--- config.mk ---
export PLATFORM = sky130hd
export DESIGN_NAME = ltc_timing_core
export DESIGN_NICKNAME = d
export VERILOG_FILES = /design/src/verilog/ltc_pkg.sv /design/src/verilog/ltc_span_counter.sv /design/src/verilog/ltc_pixel_divider.sv /design/src/verilog/ltc_timing_core.sv
export SDC_FILE = /design/constraint.sdc
export NUM_CORES = 1
export LEC_CHECK = 0
export BUFFER_PORTS_ARGS = -buffer_cell sky130_fd_sc_hd__buf_4
export CORE_MARGIN = 2
export CORE_UTILIZATION = 56
export CTS_CLUSTER_SIZE = 40
export DETAILED_ROUTE_END_ITERATION = 8
export PLACE_DENSITY = 0.78
export SLEW_MARGIN = 20
export SYNTH_ARGS = -nofsm -noshare
export SYNTH_HDL_FRONTEND = slang
export SYNTH_SLANG_ARGS = --single-unit
--- constraint.sdc ---
create_clock -name ref_clk -period 7.5 [get_ports ref_clk]
set_clock_uncertainty 0.05 [all_clocks]
set_input_delay 0.75 -clock ref_clk [delete_from_list [all_inputs] [get_ports ref_clk]]
set_output_delay 0.75 -clock ref_clk [all_outputs]
set_load 0.05 [all_outputs]
--- src/verilog/ltc_pkg.sv ---
// Constants, field layouts and carrier types of the LCD panel timing core
package ltc_pkg;
    // Register byte addresses
    localparam logic [31:0] TIMING_CFG_ADDR = 32'h01F00000;
    localparam logic [31:0] GEOMETRY_CFG_ADDR = 32'h01F00004;
    localparam logic [31:0] BIAS_RATE_ADDR = 32'h01F0000C;
    // Reset values
    localparam logic [31:0] TIMING_CFG_RESET = 32'h00000000;
    localparam logic [31:0] GEOMETRY_CFG_RESET = 32'h00000000;
    localparam logic [7:0] BIAS_RATE_RESET = 8'h00;
    // Field positions
    localparam int LINE_CNT_LSB = 22;
    localparam int LINE_CNT_W = 10;
    localparam int TIMING_W = 22;
    localparam int BIAS_RATE_LSB = 21;
    localparam int BIAS_RATE_W = 8;
    localparam int DIV_W = 10;
    localparam int BLANK_W = 11;
    localparam int HSIZE_W = 11;
    // Line pulse width and delay advance in steps of this many clocks
    localparam int STEP_CLOCKS = 4;

    typedef enum logic [1:0] {
        FMT_DUAL4,
        FMT_SINGLE4,
        FMT_SINGLE8,
        FMT_UNUSED
    } ltc_format_t;

    // Writable part of the timing register, bits [21:0]
    typedef struct packed {
        logic [9:0] pixelClockDivider;
        logic [1:0] linePulseWidth;
        logic [1:0] lineToClockDelay;
        logic biasMode;
        ltc_format_t panelBusFormat;
        logic pixelClockPolarity;
        logic linePulsePolarity;
        logic framePulsePolarity;
        logic dataPolarity;
        logic videoEnable;
    } ltc_timing_t;

    typedef struct packed {
        logic [10:0] lineBlankA;
        logic [10:0] horizontalSize;
        logic [9:0] verticalSize;
    } ltc_geometry_t;

    typedef struct packed {
        logic pixelShiftClock;
        logic linePulse;
        logic framePulse;
        logic acBiasOutput;
        logic [7:0] videoDataPins;
    } ltc_pins_t;
endpackage

--- src/verilog/ltc_span_counter.sv ---
// Loadable down counter that marks the last cycle of a timed span
module ltc_span_counter import ltc_pkg::*; #(
    parameter int W = 11
) (
    input wire logic ref_clk,
    input wire logic reset_n,
    input wire logic load,
    input wire logic [W-1:0] loadValue,
    output logic lastCycle
);
    logic [W-1:0] count_r;
    logic [W-1:0] count_nxt;

    always_comb begin
        count_nxt = count_r;
        if (load) begin
            count_nxt = loadValue;
        end else if (count_r != '0) begin
            count_nxt = count_r - 1'b1;
        end
    end

    always_ff @(posedge ref_clk) begin
        if (!reset_n) begin
            count_r <= '0;
        end else begin
            count_r <= count_nxt;
        end
    end

    // A span of N cycles ends in the cycle where one remains
    assign lastCycle = (count_r == W'(1));
endmodule

--- src/verilog/ltc_pixel_divider.sv ---
// Divides the system clock into the raw pixel shift clock
module ltc_pixel_divider import ltc_pkg::*; #(
    parameter int W = DIV_W
) (
    input wire logic ref_clk,
    input wire logic reset_n,
    input wire logic run,
    input wire logic [W-1:0] divider,
    output logic pixelClock,
    output logic riseStb,
    output logic fallStb
);
    logic [W-1:0] count_r;
    logic [W-1:0] count_nxt;
    logic level_r;
    logic level_nxt;
    logic [W-1:0] halfPeriod;

    // Zero would stall the clock, so it behaves as one
    assign halfPeriod = (divider == '0) ? W'(1) : divider;

    always_comb begin
        count_nxt = count_r;
        level_nxt = level_r;
        riseStb = 1'b0;
        fallStb = 1'b0;
        if (!run) begin
            count_nxt = '0;
            level_nxt = 1'b0;
        end else if (count_r == halfPeriod - 1'b1) begin
            count_nxt = '0;
            level_nxt = !level_r;
            riseStb = !level_r;
            fallStb = level_r;
        end else begin
            count_nxt = count_r + 1'b1;
        end
    end

    always_ff @(posedge ref_clk) begin
        if (!reset_n) begin
            count_r <= '0;
            level_r <= 1'b0;
        end else begin
            count_r <= count_nxt;
            level_r <= level_nxt;
        end
    end

    assign pixelClock = level_r;
endmodule

--- src/verilog/ltc_timing_core.sv ---
// LCD panel timing core: registers, line sequencer, frame and bias logic
////////////////////////////////////////////////////////////////////////////////
// Notes on behaviour
// - Read-only line counter counts down per line, reloads per frame
// - Pixel clock is system clock over twice divider
// - Divider change while enabled waits for frame end
// - Line pulse width 4, 8, 12, 16 clocks
// - Line-to-clock delay 4, 8, 12, 16 clocks
// - Bias toggles per frame, or at bias rate
// - Bus format: dual4, single4, single8, unused
// - Clock polarity picks panel sampling edge
// - Line pulse polarity normal or inverted
// - Frame pulse polarity normal or inverted
// - Data polarity inverts all eight data pins
// - Enable runs logic; disable stops, clears FIFO
// - Line blank withholds pixel clock per line
// - Vertical size sets lines per frame
// - Eight-bit bias rate field sets toggle rate
//
// Strobed register access was left to the implementer.
module ltc_timing_core import ltc_pkg::*; (
    input wire logic ref_clk,
    input wire logic reset_n,
    input wire logic [31:0] regAddr,
    input wire logic [31:0] regWrData,
    input wire logic regWrStb,
    input wire logic regRdStb,
    output logic [31:0] regRdData,
    input wire logic [7:0] videoByte,
    output logic videoByteTaken,
    output logic fifoClear,
    output ltc_pins_t panelPins
);
    typedef enum logic [2:0] {
        ST_IDLE,
        ST_PULSE,
        ST_DELAY,
        ST_SHIFT,
        ST_BLANK
    } ltc_state_t;

    ////////////////////////////////////////////////////////////////////////////
    // Register file
    ltc_timing_t timing_r;
    ltc_timing_t timing_nxt;
    ltc_geometry_t geometry_r;
    ltc_geometry_t geometry_nxt;
    logic [BIAS_RATE_W-1:0] biasRate_r;
    logic [BIAS_RATE_W-1:0] biasRate_nxt;
    logic [31:0] rdData_r;
    logic [31:0] rdData_nxt;
    logic [LINE_CNT_W-1:0] lineCounter_r;

    always_comb begin
        timing_nxt = timing_r;
        geometry_nxt = geometry_r;
        biasRate_nxt = biasRate_r;
        rdData_nxt = 32'h00000000;
        if (regWrStb) begin
            unique case (regAddr)
                TIMING_CFG_ADDR: timing_nxt = regWrData[TIMING_W-1:0];
                GEOMETRY_CFG_ADDR: geometry_nxt = regWrData;
                BIAS_RATE_ADDR: biasRate_nxt = regWrData[BIAS_RATE_LSB +: BIAS_RATE_W];
                default: ;
            endcase
        end
        if (regRdStb) begin
            unique case (regAddr)
                TIMING_CFG_ADDR: rdData_nxt = {lineCounter_r, timing_r};
                GEOMETRY_CFG_ADDR: rdData_nxt = geometry_r;
                BIAS_RATE_ADDR: rdData_nxt = {3'h0, biasRate_r, 21'h0};
                default: rdData_nxt = 32'h00000000;
            endcase
        end
    end

    always_ff @(posedge ref_clk) begin
        if (!reset_n) begin
            timing_r <= TIMING_CFG_RESET[TIMING_W-1:0];
            geometry_r <= GEOMETRY_CFG_RESET;
            biasRate_r <= BIAS_RATE_RESET;
            rdData_r <= 32'h00000000;
        end else begin
            timing_r <= timing_nxt;
            geometry_r <= geometry_nxt;
            biasRate_r <= biasRate_nxt;
            rdData_r <= rdData_nxt;
        end
    end

    assign regRdData = rdData_r;

    ////////////////////////////////////////////////////////////////////////////
    // Line sequencer
    ltc_state_t state_r;
    ltc_state_t state_nxt;
    logic [DIV_W-1:0] activeDiv_r;
    logic [DIV_W-1:0] activeDiv_nxt;
    logic [LINE_CNT_W-1:0] lineCounter_nxt;
    logic [HSIZE_W:0] pixRemain_r;
    logic [HSIZE_W:0] pixRemain_nxt;
    logic frameStart_r;
    logic frameStart_nxt;
    logic acBias_r;
    logic acBias_nxt;
    logic [BIAS_RATE_W-1:0] biasCount_r;
    logic [BIAS_RATE_W-1:0] biasCount_nxt;
    logic [7:0] shiftData_r;
    logic [7:0] shiftData_nxt;
    logic spanLoad;
    logic [BLANK_W-1:0] spanValue;
    logic spanLast;
    logic pixRaw;
    logic pixRise;
    logic pixFall;
    logic lineEnd;
    logic frameEnd;
    logic enable;

    assign enable = timing_r.videoEnable;

    // Steps of four clocks: code 0 gives 4, code 3 gives 16
    function automatic logic [BLANK_W-1:0] step_clocks(input logic [1:0] code);
        step_clocks = BLANK_W'((int'(code) + 1) * STEP_CLOCKS);
    endfunction

    always_comb begin
        state_nxt = state_r;
        lineEnd = 1'b0;
        if (!enable) begin
            state_nxt = ST_IDLE;
        end else begin
            unique case (state_r)
                ST_IDLE: state_nxt = ST_PULSE;
                ST_PULSE: if (spanLast) state_nxt = ST_DELAY;
                ST_DELAY: if (spanLast) state_nxt = ST_SHIFT;
                ST_SHIFT: begin
                    if (pixFall && pixRemain_r == (HSIZE_W + 1)'(1)) begin
                        if (geometry_r.lineBlankA != '0) begin
                            state_nxt = ST_BLANK;
                        end else begin
                            state_nxt = ST_PULSE;
                            lineEnd = 1'b1;
                        end
                    end
                end
                ST_BLANK: begin
                    if (spanLast) begin
                        state_nxt = ST_PULSE;
                        lineEnd = 1'b1;
                    end
                end
            endcase
        end
    end

    // Span counter loads as each timed state is entered
    always_comb begin
        spanLoad = (state_nxt != state_r);
        unique case (state_nxt)
            ST_PULSE: spanValue = step_clocks(timing_r.linePulseWidth);
            ST_DELAY: spanValue = step_clocks(timing_r.lineToClockDelay);
            ST_BLANK: spanValue = geometry_r.lineBlankA;
            default: spanValue = '0;
        endcase
    end

    ltc_span_counter #(
        .W(BLANK_W)
    ) u_span (
        .ref_clk(ref_clk),
        .reset_n(reset_n),
        .load(spanLoad),
        .loadValue(spanValue),
        .lastCycle(spanLast)
    );

    // Clock runs only while shifting, so blank and delay withhold it
    ltc_pixel_divider #(
        .W(DIV_W)
    ) u_divider (
        .ref_clk(ref_clk),
        .reset_n(reset_n),
        .run(state_r == ST_SHIFT),
        .divider(activeDiv_r),
        .pixelClock(pixRaw),
        .riseStb(pixRise),
        .fallStb(pixFall)
    );

    ////////////////////////////////////////////////////////////////////////////
    // Line, frame and bias bookkeeping
    assign frameEnd = lineEnd && (lineCounter_r == '0);

    always_comb begin
        lineCounter_nxt = lineCounter_r;
        frameStart_nxt = frameStart_r;
        activeDiv_nxt = activeDiv_r;
        pixRemain_nxt = pixRemain_r;
        acBias_nxt = acBias_r;
        biasCount_nxt = biasCount_r;
        shiftData_nxt = shiftData_r;
        if (!enable) begin
            // Idle core follows the register so the first frame uses it
            activeDiv_nxt = timing_r.pixelClockDivider;
            lineCounter_nxt = geometry_r.verticalSize;
            frameStart_nxt = 1'b1;
            biasCount_nxt = '0;
            shiftData_nxt = 8'h00;
        end else begin
            if (state_nxt == ST_SHIFT && state_r != ST_SHIFT) begin
                pixRemain_nxt = {1'b0, geometry_r.horizontalSize} + 1'b1;
            end else if (pixFall) begin
                pixRemain_nxt = pixRemain_r - 1'b1;
            end
            if (pixRise) begin
                shiftData_nxt = videoByte;
            end
            if (state_r == ST_PULSE && spanLast) begin
                frameStart_nxt = 1'b0;
            end
            if (lineEnd) begin
                if (frameEnd) begin
                    lineCounter_nxt = geometry_r.verticalSize;
                    frameStart_nxt = 1'b1;
                    activeDiv_nxt = timing_r.pixelClockDivider;
                end else begin
                    lineCounter_nxt = lineCounter_r - 1'b1;
                end
                if (timing_r.biasMode) begin
                    if (biasCount_r >= biasRate_r) begin
                        biasCount_nxt = '0;
                        acBias_nxt = !acBias_r;
                    end else begin
                        biasCount_nxt = biasCount_r + 1'b1;
                    end
                end else if (frameEnd) begin
                    acBias_nxt = !acBias_r;
                end
            end
        end
    end

    always_ff @(posedge ref_clk) begin
        if (!reset_n) begin
            state_r <= ST_IDLE;
            lineCounter_r <= '0;
            frameStart_r <= 1'b0;
            activeDiv_r <= '0;
            pixRemain_r <= '0;
            acBias_r <= 1'b0;
            biasCount_r <= '0;
            shiftData_r <= 8'h00;
        end else begin
            state_r <= state_nxt;
            lineCounter_r <= lineCounter_nxt;
            frameStart_r <= frameStart_nxt;
            activeDiv_r <= activeDiv_nxt;
            pixRemain_r <= pixRemain_nxt;
            acBias_r <= acBias_nxt;
            biasCount_r <= biasCount_nxt;
            shiftData_r <= shiftData_nxt;
        end
    end

    // Byte is consumed at the edge where the panel is not sampling
    assign videoByteTaken = pixRise;
    assign fifoClear = !enable;

    ////////////////////////////////////////////////////////////////////////////
    // Pin drivers
    ltc_pins_t pins_r;
    ltc_pins_t pins_nxt;
    logic [7:0] busData;

    // Format decides which data lines carry live nibbles
    always_comb begin
        unique case (timing_r.panelBusFormat)
            FMT_DUAL4: busData = shiftData_r;
            FMT_SINGLE4: busData = {4'h0, shiftData_r[3:0]};
            FMT_SINGLE8: busData = shiftData_r;
            FMT_UNUSED: busData = 8'h00;
        endcase
    end

    always_comb begin
        pins_nxt.pixelShiftClock = pixRaw ^ timing_r.pixelClockPolarity;
        pins_nxt.linePulse = (state_r == ST_PULSE) ^ timing_r.linePulsePolarity;
        pins_nxt.framePulse = (state_r == ST_PULSE && frameStart_r)
            ^ timing_r.framePulsePolarity;
        pins_nxt.acBiasOutput = acBias_r;
        pins_nxt.videoDataPins = busData ^ {8{timing_r.dataPolarity}};
    end

    always_ff @(posedge ref_clk) begin
        if (!reset_n) begin
            pins_r <= '0;
        end else begin
            pins_r <= pins_nxt;
        end
    end

    assign panelPins = pins_r;

    ////////////////////////////////////////////////////////////////////////////
    // Checks
    property p_line_counter_wraps;
        @(posedge ref_clk) disable iff (!reset_n)
        frameEnd |=> lineCounter_r == $past(geometry_r.verticalSize);
    endproperty
    a_line_counter_wraps: assert property (p_line_counter_wraps) else
        $error("line counter not reloaded at frame end");

    property p_line_counter_steps;
        @(posedge ref_clk) disable iff (!reset_n)
        (lineEnd && !frameEnd) |=> lineCounter_r == $past(lineCounter_r) - 1'b1;
    endproperty
    a_line_counter_steps: assert property (p_line_counter_steps) else
        $error("line counter did not count down");

    property p_divider_held;
        @(posedge ref_clk) disable iff (!reset_n)
        (enable && !frameEnd) |=> $stable(activeDiv_r);
    endproperty
    a_divider_held: assert property (p_divider_held) else
        $error("divider changed inside a frame");

    // Disabling cuts a span short, so spans are only timed while enabled
    property p_pulse_width_min;
        @(posedge ref_clk) disable iff (!reset_n || !enable)
        (enable && state_r == ST_PULSE && timing_r.linePulseWidth == 2'h0
            && $past(state_r) != ST_PULSE) |-> (state_r == ST_PULSE) [*4]
            ##1 (state_r != ST_PULSE);
    endproperty
    a_pulse_width_min: assert property (p_pulse_width_min) else
        $error("line pulse width wrong");

    property p_delay_len;
        @(posedge ref_clk) disable iff (!reset_n || !enable)
        (enable && state_r == ST_DELAY && timing_r.lineToClockDelay == 2'h1
            && $past(state_r) != ST_DELAY) |-> (state_r == ST_DELAY) [*8]
            ##1 (state_r != ST_DELAY);
    endproperty
    a_delay_len: assert property (p_delay_len) else
        $error("line to clock delay wrong");

    property p_clock_withheld;
        @(posedge ref_clk) disable iff (!reset_n)
        (state_r != ST_SHIFT && $past(state_r) != ST_SHIFT)
            |=> panelPins.pixelShiftClock == $past(timing_r.pixelClockPolarity);
    endproperty
    a_clock_withheld: assert property (p_clock_withheld) else
        $error("pixel clock ran outside shifting");

    property p_data_polarity;
        @(posedge ref_clk) disable iff (!reset_n)
        timing_r.panelBusFormat == FMT_SINGLE8 |=> panelPins.videoDataPins
            == ($past(shiftData_r) ^ {8{$past(timing_r.dataPolarity)}});
    endproperty
    a_data_polarity: assert property (p_data_polarity) else
        $error("video data polarity wrong");

    property p_disable_idles;
        @(posedge ref_clk) disable iff (!reset_n)
        !enable |=> state_r == ST_IDLE && shiftData_r == 8'h00;
    endproperty
    a_disable_idles: assert property (p_disable_idles) else
        $error("core kept running while disabled");

    property p_bias_frame;
        @(posedge ref_clk) disable iff (!reset_n)
        (enable && !timing_r.biasMode && lineEnd) |=> (acBias_r != $past(acBias_r)) == $past(frameEnd);
    endproperty
    a_bias_frame: assert property (p_bias_frame) else
        $error("bias did not follow frame");
endmodule

Word level (Yosys, flattened, before mapping) --
Index checks and enable logic that the tools add are counted.
Word-level totals: bits in registers 181, bits in latches 0, memory bits (writable) 0, bits in read-only memories 0, input port bits 76, output and inout bits 46, word-level logic and storage cells 136, memories kept 0
Operators by class: add/sub/neg operators 9, multipliers 0, div/mod/pow operators 0, magnitude comparators 1, eq/ne operators 22, shifts and indexed selects 0, mux-type cells 38, bitwise logic cells 6, reductions and logical operators 29
Operator list (number):
- 32-bit by 25-bit == test with 1-bit output (second input constant) | 3
- 32-bit one-hot mux with 3 select lines | 1
- 10-bit 2-to-1 mux | 7
- 11-bit one-hot mux with 3 select lines | 1
- 12-bit 2-to-1 mux | 2
- 8-bit one-hot mux with 3 select lines | 1
- 11-bit 2-to-1 mux | 2
- 11-bit nonzero test | 2
- 10-bit logical NOT | 2
- 10-bit by 1-bit subtractor with 10-bit output (second input constant) | 2
- 3-bit 2-to-1 mux | 6
- 2-bit AND reduction | 9
- 1-bit 2-to-1 mux | 15
- 3-bit one-hot mux with 5 select lines | 1
- 11-bit by 1-bit adder with 12-bit output (second input constant) | 1
- 12-bit by 1-bit == test with 1-bit output (second input constant) | 1
- 3-bit by 2-bit == test with 1-bit output (second input constant) | 4
- 12-bit by 1-bit subtractor with 12-bit output (second input constant) | 1
- 11-bit by 1-bit == test with 1-bit output (second input constant) | 1
- 11-bit by 1-bit subtractor with 11-bit output (second input constant) | 1
- 10-bit by 1-bit adder with 10-bit output (second input constant) | 1
- 10-bit == test | 1
- 8-bit by 1-bit adder with 8-bit output (second input constant) | 1
- 8-bit greater-or-equal comparator | 1
- other kinds (21) | 38

Longest topological paths before layout --
Gate-level depths: netlist (run 1).
depth after elaboration 14, gate-level depth with buffers 15, gate-level depth less buffers 12

Hierarchy --
A second synthesis (run 1) with hierarchy kept.
Second synthesis, totals: cell total of the unflattened synthesis 1043, area, all modules 8745.9 um^2
Modules (own cells, without submodules):
- ltc_timing_core | times used 1, cells each 857, area each 7209.4 um^2, sequential area each 3183.1 um^2
- ltc_pixel_divider | times used 1, cells each 107, area each 877.1 um^2, sequential area each 220.2 um^2
- ltc_span_counter | times used 1, cells each 79, area each 659.4 um^2, sequential area each 220.2 um^2

Worst setup path before layout (run 1) --
No wires, ideal clock.
kind reg2out, from register activeDiv_r[2], to output videoByteTaken, data arrival time 3132 ps, required time 6700 ps, path slack 3568 ps, stages on the path, launching flop included 13, path buffers 2, cell sequence dfxtp_1 clkbuf_1 nor4_1 a31oi_1 ha_1 xor2_1 o21a_1 o211ai_1 a2111oi_4 nand3_2 or3_1 clkbuf_1 clkinv_1
On the way: cells in the longest elaborated chain, start to end 6
RTL lines:
- start: declaration | line ltc_timing_core.sv:97 | logic [DIV_W-1:0] activeDiv_r;
- start signal: assignment | line ltc_timing_core.sv:258 | activeDiv_r <= activeDiv_nxt;
- 10-bit logical NOT | line ltc_pixel_divider.sv:20 | assign halfPeriod = (divider == '0) ? W'(1) : divider;
- 10-bit 2-to-1 mux (*) | line ltc_pixel_divider.sv:20
- 10-bit by 1-bit subtractor with 10-bit output (*) | line ltc_pixel_divider.sv:30 | end else if (count_r == halfPeriod - 1'b1) begin
- 10-bit == test (*) | line ltc_pixel_divider.sv:30
- 1-bit 2-to-1 mux (*) | line ltc_pixel_divider.sv:30
- 1-bit 2-to-1 mux (*) | line ltc_pixel_divider.sv:27 | if (!run) begin
- end: declaration | line ltc_timing_core.sv:30 | output logic videoByteTaken,
Every way passes the cells marked *; elsewhere a longest branch is shown, timed or not.

Final worst setup path (run 1) --
Ends and elaborated chain as after synthesis.

==> results of run 1 <==
-- registers in the layout, indices dropped and copies added (netlist names), 10 cells and up --
name	count
geometry_r	32
regRdData	32
timing_r	21
panelPins	12
pixRemain_r	12
u_span.count_r	11
activeDiv_r	10
lineCounter_r	10
u_divider.count_r	10
-- final cells by class --
type                       instances  area share
clock inverter                    12     0.02012
clock buffer                      19     0.04425
timing repair buffer             131     0.09825
inverter                          22    0.008250
multi-input combinational        780      0.4441
sequential                       181      0.3620
tap                              184     0.02300
-- critical path, stage by stage (launching register included) --
cell and delay, ps:
dfxtp_1 420, nor4_1 490, a31oi_1 160, ha_1 300, nor2b_1 160, o2bb2ai_1 140
a211oi_1 130, a2111oi_4 500, nand3_2 210, or3_1 550, clkinv_1 190, buf_4 220
-- cells by family after synthesis --
logic type | Yosys count
xor+xnor | 50
mux | 10
buf+inv | 88
flops | 181
fa+ha+maj | 19
compound gates | 238
simple gates | 463
-- cells in the mapped netlist, types with 11 or more instances --
library cell / n / area share
dfxtp_1: 181 / 0.43
nor2_1: 97 / 0.043
inv_1: 21 / 0.0094
ha_1: 18 / 0.027
xor2_1: 19 / 0.020
or3_1: 18 / 0.013
nand3_1: 43 / 0.026
nor4_1: 26 / 0.019
a22oi_1: 28 / 0.025
clkbuf_1: 63 / 0.028
nor3_1: 11 / 0.0066
and3_1: 11 / 0.0082
nand2_1: 195 / 0.087
xnor2_1: 31 / 0.032
o21ai_0: 32 / 0.019
a21oi_1: 114 / 0.068
-- metal layers --
| layer | part of all wire | vias to the layer above | global-route usage |
|---|---|---|---|
| li1 | - | 3856 | - |
| met1 | 0.44 | 3742 | 0.3804 |
| met2 | 0.47 | 277 | 0.4693 |
| met3 | 0.058 | 51 | 0.04977 |
| met4 | 0.028 | 0 | 0.1183 |
| met5 | 0 | - | 0 |
-- cells in the final DEF, fill, tap and decap left out, drive strengths merged, types with 19 or more instances in the layout --
cell / instances
dfxtp: 181
a22oi: 28
inv: 23
nor2: 97
clkbuf: 19
o21ai: 33
xnor2: 31
nand3: 45
nor4: 26
xor2: 19
buf: 131
nand2: 195
a21oi: 114
-- power by group through the flow --
stage | Sequential [µW] | Combinational, µW | Clock [µW]
detailed placement | 1020 | 203 | 0
finish | 1000 | 207 | 978
global placement | 1020 | 199 | 0
floorplan | 1020 | 142 | 0
CTS | 1000 | 206 | 986
global route | 1010 | 233 | 1030
-- metrics by stage --
step	cells	power [µW]	instance area [µm²]	utilization
global route	1329	2268	10010	0.6861
CTS	1329	2196	10010	0.6860
floorplan	1049	1163	8399	-
detailed placement	1298	1227	9364	0.6419
finish	1329	2189	10010	0.6861
global placement	1298	1223	9364	0.6419
-- final timing paths --
check | start | to | cells after the start
setup / recovery | activeDiv_r[2]$_SDFFE_PN0P_ | videoByteTaken | 11
hold / removal | shiftData_r[5]$_SDFFE_PN0P_ | shiftData_r[5]$_SDFFE_PN0P_ | 2
setup reg to reg | activeDiv_r[2]$_SDFFE_PN0P_ | biasCount_r[1]$_SDFFE_PN0P_ | 12
hold reg to reg | shiftData_r[5]$_SDFFE_PN0P_ | shiftData_r[5]$_SDFFE_PN0P_ | 2
==> flow_metrics.py, run 1 <==
metrics = {
    "placed_design": {
        "dp_hpwl_mm": 15.58,
        "place.gp.congestion": 0.8509,
        "portBuffers": 121,
        "pre_cts_ws_ps": 3262,
    },
    "global_route": {
        "grt_usage": 0.2883,
        "grt_antenna_before_repair": 0,
        "grt_overflow": 0,
        "grt_pass1_wl_mm": 37.47,
        "grt_pass1_vias": 7477,
        "grt_max_degree": 77,
    },
    "clock_tree": {
        "cts_tree": "yes",
        "numCtsBuffers": 17,
        "insertion_delay_ps": 430,
        "h-tree-depth": 4,
        "post_cts_buffers": 0,
        "hold_buffers": 0,
        "clock_path_buffers": 2,
        "clock-sinks": 181,
        "clkTransAtPathRegs_ps": 70,
        "ctsResizeCount": 0,
        "clockRootBuffer": "clkbuf_16",
    },
    "worst_setup_path": {
        "cp_data_required_time_ps": 6700,
        "critPathCaptureType": "primary output",
        "path_max_fanout": 12,
        "r2r_slack_ps": 3260,
        "arrival_ps": 3900,
        "cp-start-kind": "flop",
        "setup.worst_path.class": "reg -> out",
    },
    "power_and_ir_drop": {
        "power.density_mw_per_mm2": 218.7,
        "power_frac_comb": 0.095,
        "p_leak_uw": 0.003619,
        "pwr-share-clk": 0.447,
        "intPower_uw": 1684,
        "p_seq_frac": 0.459,
        "switching_share": 0.2307,
        "ir_drop_v": 0.0001580,
        "p_sw_uw": 505.0,
    },
    "floorplan": {
        "io_pins": 122,
        "coreArea_mm2": 0.01459,
        "dieArea_mm2": 0.01599,
        "die_x_um": 126.5,
        "rows": 44,
        "die_h_um": 126.5,
        "initial_core_util": 0.5757,
    },
    "synthesis": {
        "ys_ff_latch": 181,
        "synth_top_family_by_area": "simple AND/OR/NAND/NOR gates",
        "ys_warn_count": 0,
        "yosys.area_share.simple": 0.2576,
        "yosysSeqAreaShare": 0.4314,
        "syn-mean-instance-area_um2": 8.007,
        "synth-xor-area-share": 0.05214,
        "synth_compound_area_frac": 0.1779,
        "synth-adder-area-share": 0.02801,
        "synth.area.mux_share": 0.01251,
        "ys.flop_type": "dfxtp_1",
        "async_reset_ff_frac": 0,
        "synth_nets": 1143,
        "syn_inst": 1049,
        "yosysUniqueCellTypes": 66,
        "synth_area_mm2": 0.008399,
        "synth_enable_flop_cells": 0,
    },
    "drt": {
        "firstDrtPassIters": 6,
        "drc": 0,
        "vias": 7926,
        "initialDrtViolationCount": 918,
        "drtAntennaViolNets": 0,
        "routedWlPerCell_um": 17.36,
        "drt-total-wl_mm": 23.08,
        "vias_per_cell": 5.964,
    },
    "finish": {
        "areaGrowthSynthToFinish_pct": 19.17,
        "nNetsFinal": 1227,
        "n_antenna_cell": 0,
        "register_area_mm2": 0.003623,
        "fillers": 1209,
        "final_layout_size_suffix_gt1_frac": 0.1537,
        "multiInputGateArea_mm2": 0.004446,
    },
    "sta": {
        "worstMarginPinSlew_ps": 1039,
        "rsz0062_at_grt": "no",
        "setup_ws_ps": 2799,
        "period_share": 0.6267,
        "whs_ps": 402.9,
        "setup_violations": 0,
        "hold_violations": 0,
        "max-slew-margin-rel": 0.3054,
        "max_freq_mhz": 212.7,
        "layout_min_cycle_time_ps": 4701,
        "fin_tns_setup_ps": 0,
        "slew_viol_final": 0,
    },
    "worst_hold_path": {
        "hold_class": "reg -> reg",
    },
    "run_status": {
        "status": "completed",
    },
    "run": {
        "cap_viol_max_count": 0,
    },
}
Note: power is estimated with default switching activity, not from simulation.
==> run 2: changes to the inputs <==
==> constraint.sdc (replaced) <==
create_clock -name ref_clk -period 4.4 [get_ports ref_clk]
set_clock_uncertainty 0.05 [all_clocks]
set_input_delay 0.44 -clock ref_clk [delete_from_list [all_inputs] [get_ports ref_clk]]
set_output_delay 0.44 -clock ref_clk [all_outputs]
set_load 0.05 [all_outputs]
==> flow_metrics.py, run 2 (same netlist as run 1, synthesis figures left out) <==
metrics = {
    "clock_tree": {
        "clock-sinks": 181,
        "clkTransAtPathRegs_ps": 60,
        "hold_buffers": 0,
        "insertion_delay_ps": 440,
        "clockRootBuffer": "clkbuf_16",
        "numCtsBuffers": 17,
        "clock_path_buffers": 2,
        "h-tree-depth": 4,
        "cts_tree": "yes",
    },
    "placed_design": {
        "place.gp.congestion": 0.9092,
        "dp_hpwl_mm": 16.39,
        "portBuffers": 121,
    },
    "floorplan": {
        "die_x_um": 126.5,
        "io_pins": 122,
        "initial_core_util": 0.5757,
        "die_h_um": 126.5,
        "dieArea_mm2": 0.01599,
        "coreArea_mm2": 0.01459,
        "rows": 44,
    },
    "global_route": {
        "grt.met1_usage": 0.3806,
        "grt_overflow": 0,
        "grt-busiest-layer": "met2",
        "globalRouteMet2Util": 0.4869,
        "grt_max_degree": 39,
        "grt_antenna_before_repair": 0,
        "grt_pass1_vias": 7618,
        "grt_pass1_wl_mm": 38.33,
        "grt_usage": 0.2990,
        "grt_use_met3": 0.05736,
    },
    "drt": {
        "vias_per_cell": 6.020,
        "drtAntennaViolNets": 0,
        "vias": 8049,
        "initialDrtViolationCount": 699,
        "drc": 0,
        "drt-total-wl_mm": 24.05,
        "firstDrtPassIters": 8,
        "routedWlPerCell_um": 17.99,
    },
    "finish": {
        "n_antenna_cell": 0,
        "final_common_cell": "nand2_1",
        "nNetsFinal": 1235,
        "areaGrowthSynthToFinish_pct": 19.11,
        "final_cell_mix": "nand2_1 (195), dfxtp_1 (178), buf_4 (139)",
        "final_layout_size_suffix_gt1_frac": 0.1631,
    },
    "sta": {
        "setup_violations": 0,
        "worstMarginPinSlew_ps": 913.7,
        "fin_tns_setup_ps": 0,
        "max_freq_mhz": 237.7,
        "period_share": 0.9561,
        "hold_violations": 0,
        "slew_viol_final": 0,
        "layout_min_cycle_time_ps": 4207,
        "rsz0062_at_grt": "no",
        "max-slew-margin-rel": 0.3882,
    },
    "power_and_ir_drop": {
        "switching_share": 0.2389,
        "p_total_uw": 3523,
        "p_leak_uw": 0.003617,
        "power.density_mw_per_mm2": 352.1,
        "p_seq_frac": 0.486,
        "pwr-share-clk": 0.414,
        "ir_drop_v": 0.0002846,
        "power_frac_comb": 0.100,
        "p_sw_uw": 841.7,
        "intPower_uw": 2681,
    },
    "run": {
        "cap_viol_max_count": 0,
    },
    "worst_setup_path": {
        "cp-start-kind": "flop",
        "cp_data_required_time_ps": 3910,
        "setup.worst_path.class": "reg -> out",
        "arrival_ps": 3720,
        "critPathCaptureType": "primary output",
        "path_max_fanout": 9,
    },
    "worst_hold_path": {
        "hold_class": "in -> reg",
    },
    "run_status": {
        "status": "completed",
    },
}
-- run 2: worst paths after layout --
kind | start | to | slack, ps | cells past startpoint
min reg2reg | shiftData_r[4]$_SDFFE_PN0P_ | shiftData_r[4]$_SDFFE_PN0P_ | 400 | 2
max reg2reg | activeDiv_r[6]$_SDFFE_PN0P_ | u_span.count_r[3]$_SDFFE_PN0P_ | 390 | 13
max | activeDiv_r[6]$_SDFFE_PN0P_ | videoByteTaken | 190 | 11
min | videoByte[5] | shiftData_r[5]$_SDFFE_PN0P_ | 200 | 3
-- run 2: worst max-delay path, stage by stage (launching register included) --
cell and delay [ps]:
dfxtp_1 380, nor3_1 470, a31oi_1 180, ha_2 290, nor2b_1 150, o2bb2ai_1 170
a211oi_1 140, a2111oi_4 450, nand3_2 190, or3_4 470, clkinv_1 160, buf_4 220
-- run 2: cell type report --
type                            count  area [µm²]
Clock inverter                      8       75.07
Inverter                           22       82.58
Sequential cell                   181        3627
Multi-Input combinational cell    780        4458
Fill cell                        1216        4584
Clock buffer                       23       488.0
Tap cell                          184       230.2
Timing Repair Buffer              139        1044
-- run 2: per-stage QoR --
step                instance area (µm²)  utilization  instances  hold slack [ps]  setup slack, ps
finish                            10000       0.6858       1337            199.9            193.4
floorplan                          8399            -       1049            381.8            778.0
detailed placement                 9417       0.6455       1305            399.4            420.4
global route                      10000       0.6858       1337            203.7            58.57
global placement                   9417       0.6455       1305            395.3            539.4
CTS                                9993       0.6850       1337            195.2            56.13
-- run 2: timing repair --
action,CTS,global route
setup buffers,1,0
pin swaps,1,0
resized for setup,1,5
setup endpoints to repair,1,1
-- run 2: power groups by stage --
stage,registers (µW),logic [µW],clock network [µW]
final,1710,351,1460
after global routing,1720,393,1530
after CTS,1710,350,1470
after detailed placement,1750,347,0
after global placement,1750,340,0
after floorplan,1740,242,0
-- run 2: routing by layer --
| metal | share of wire | vias up |
|---|---|---|
| met1 | 0.41 | 3745 |
| met3 | 0.079 | 68 |
| li1 | - | 3869 |
| met2 | 0.47 | 367 |
| met5 | 0 | - |
| met4 | 0.034 | 0 |
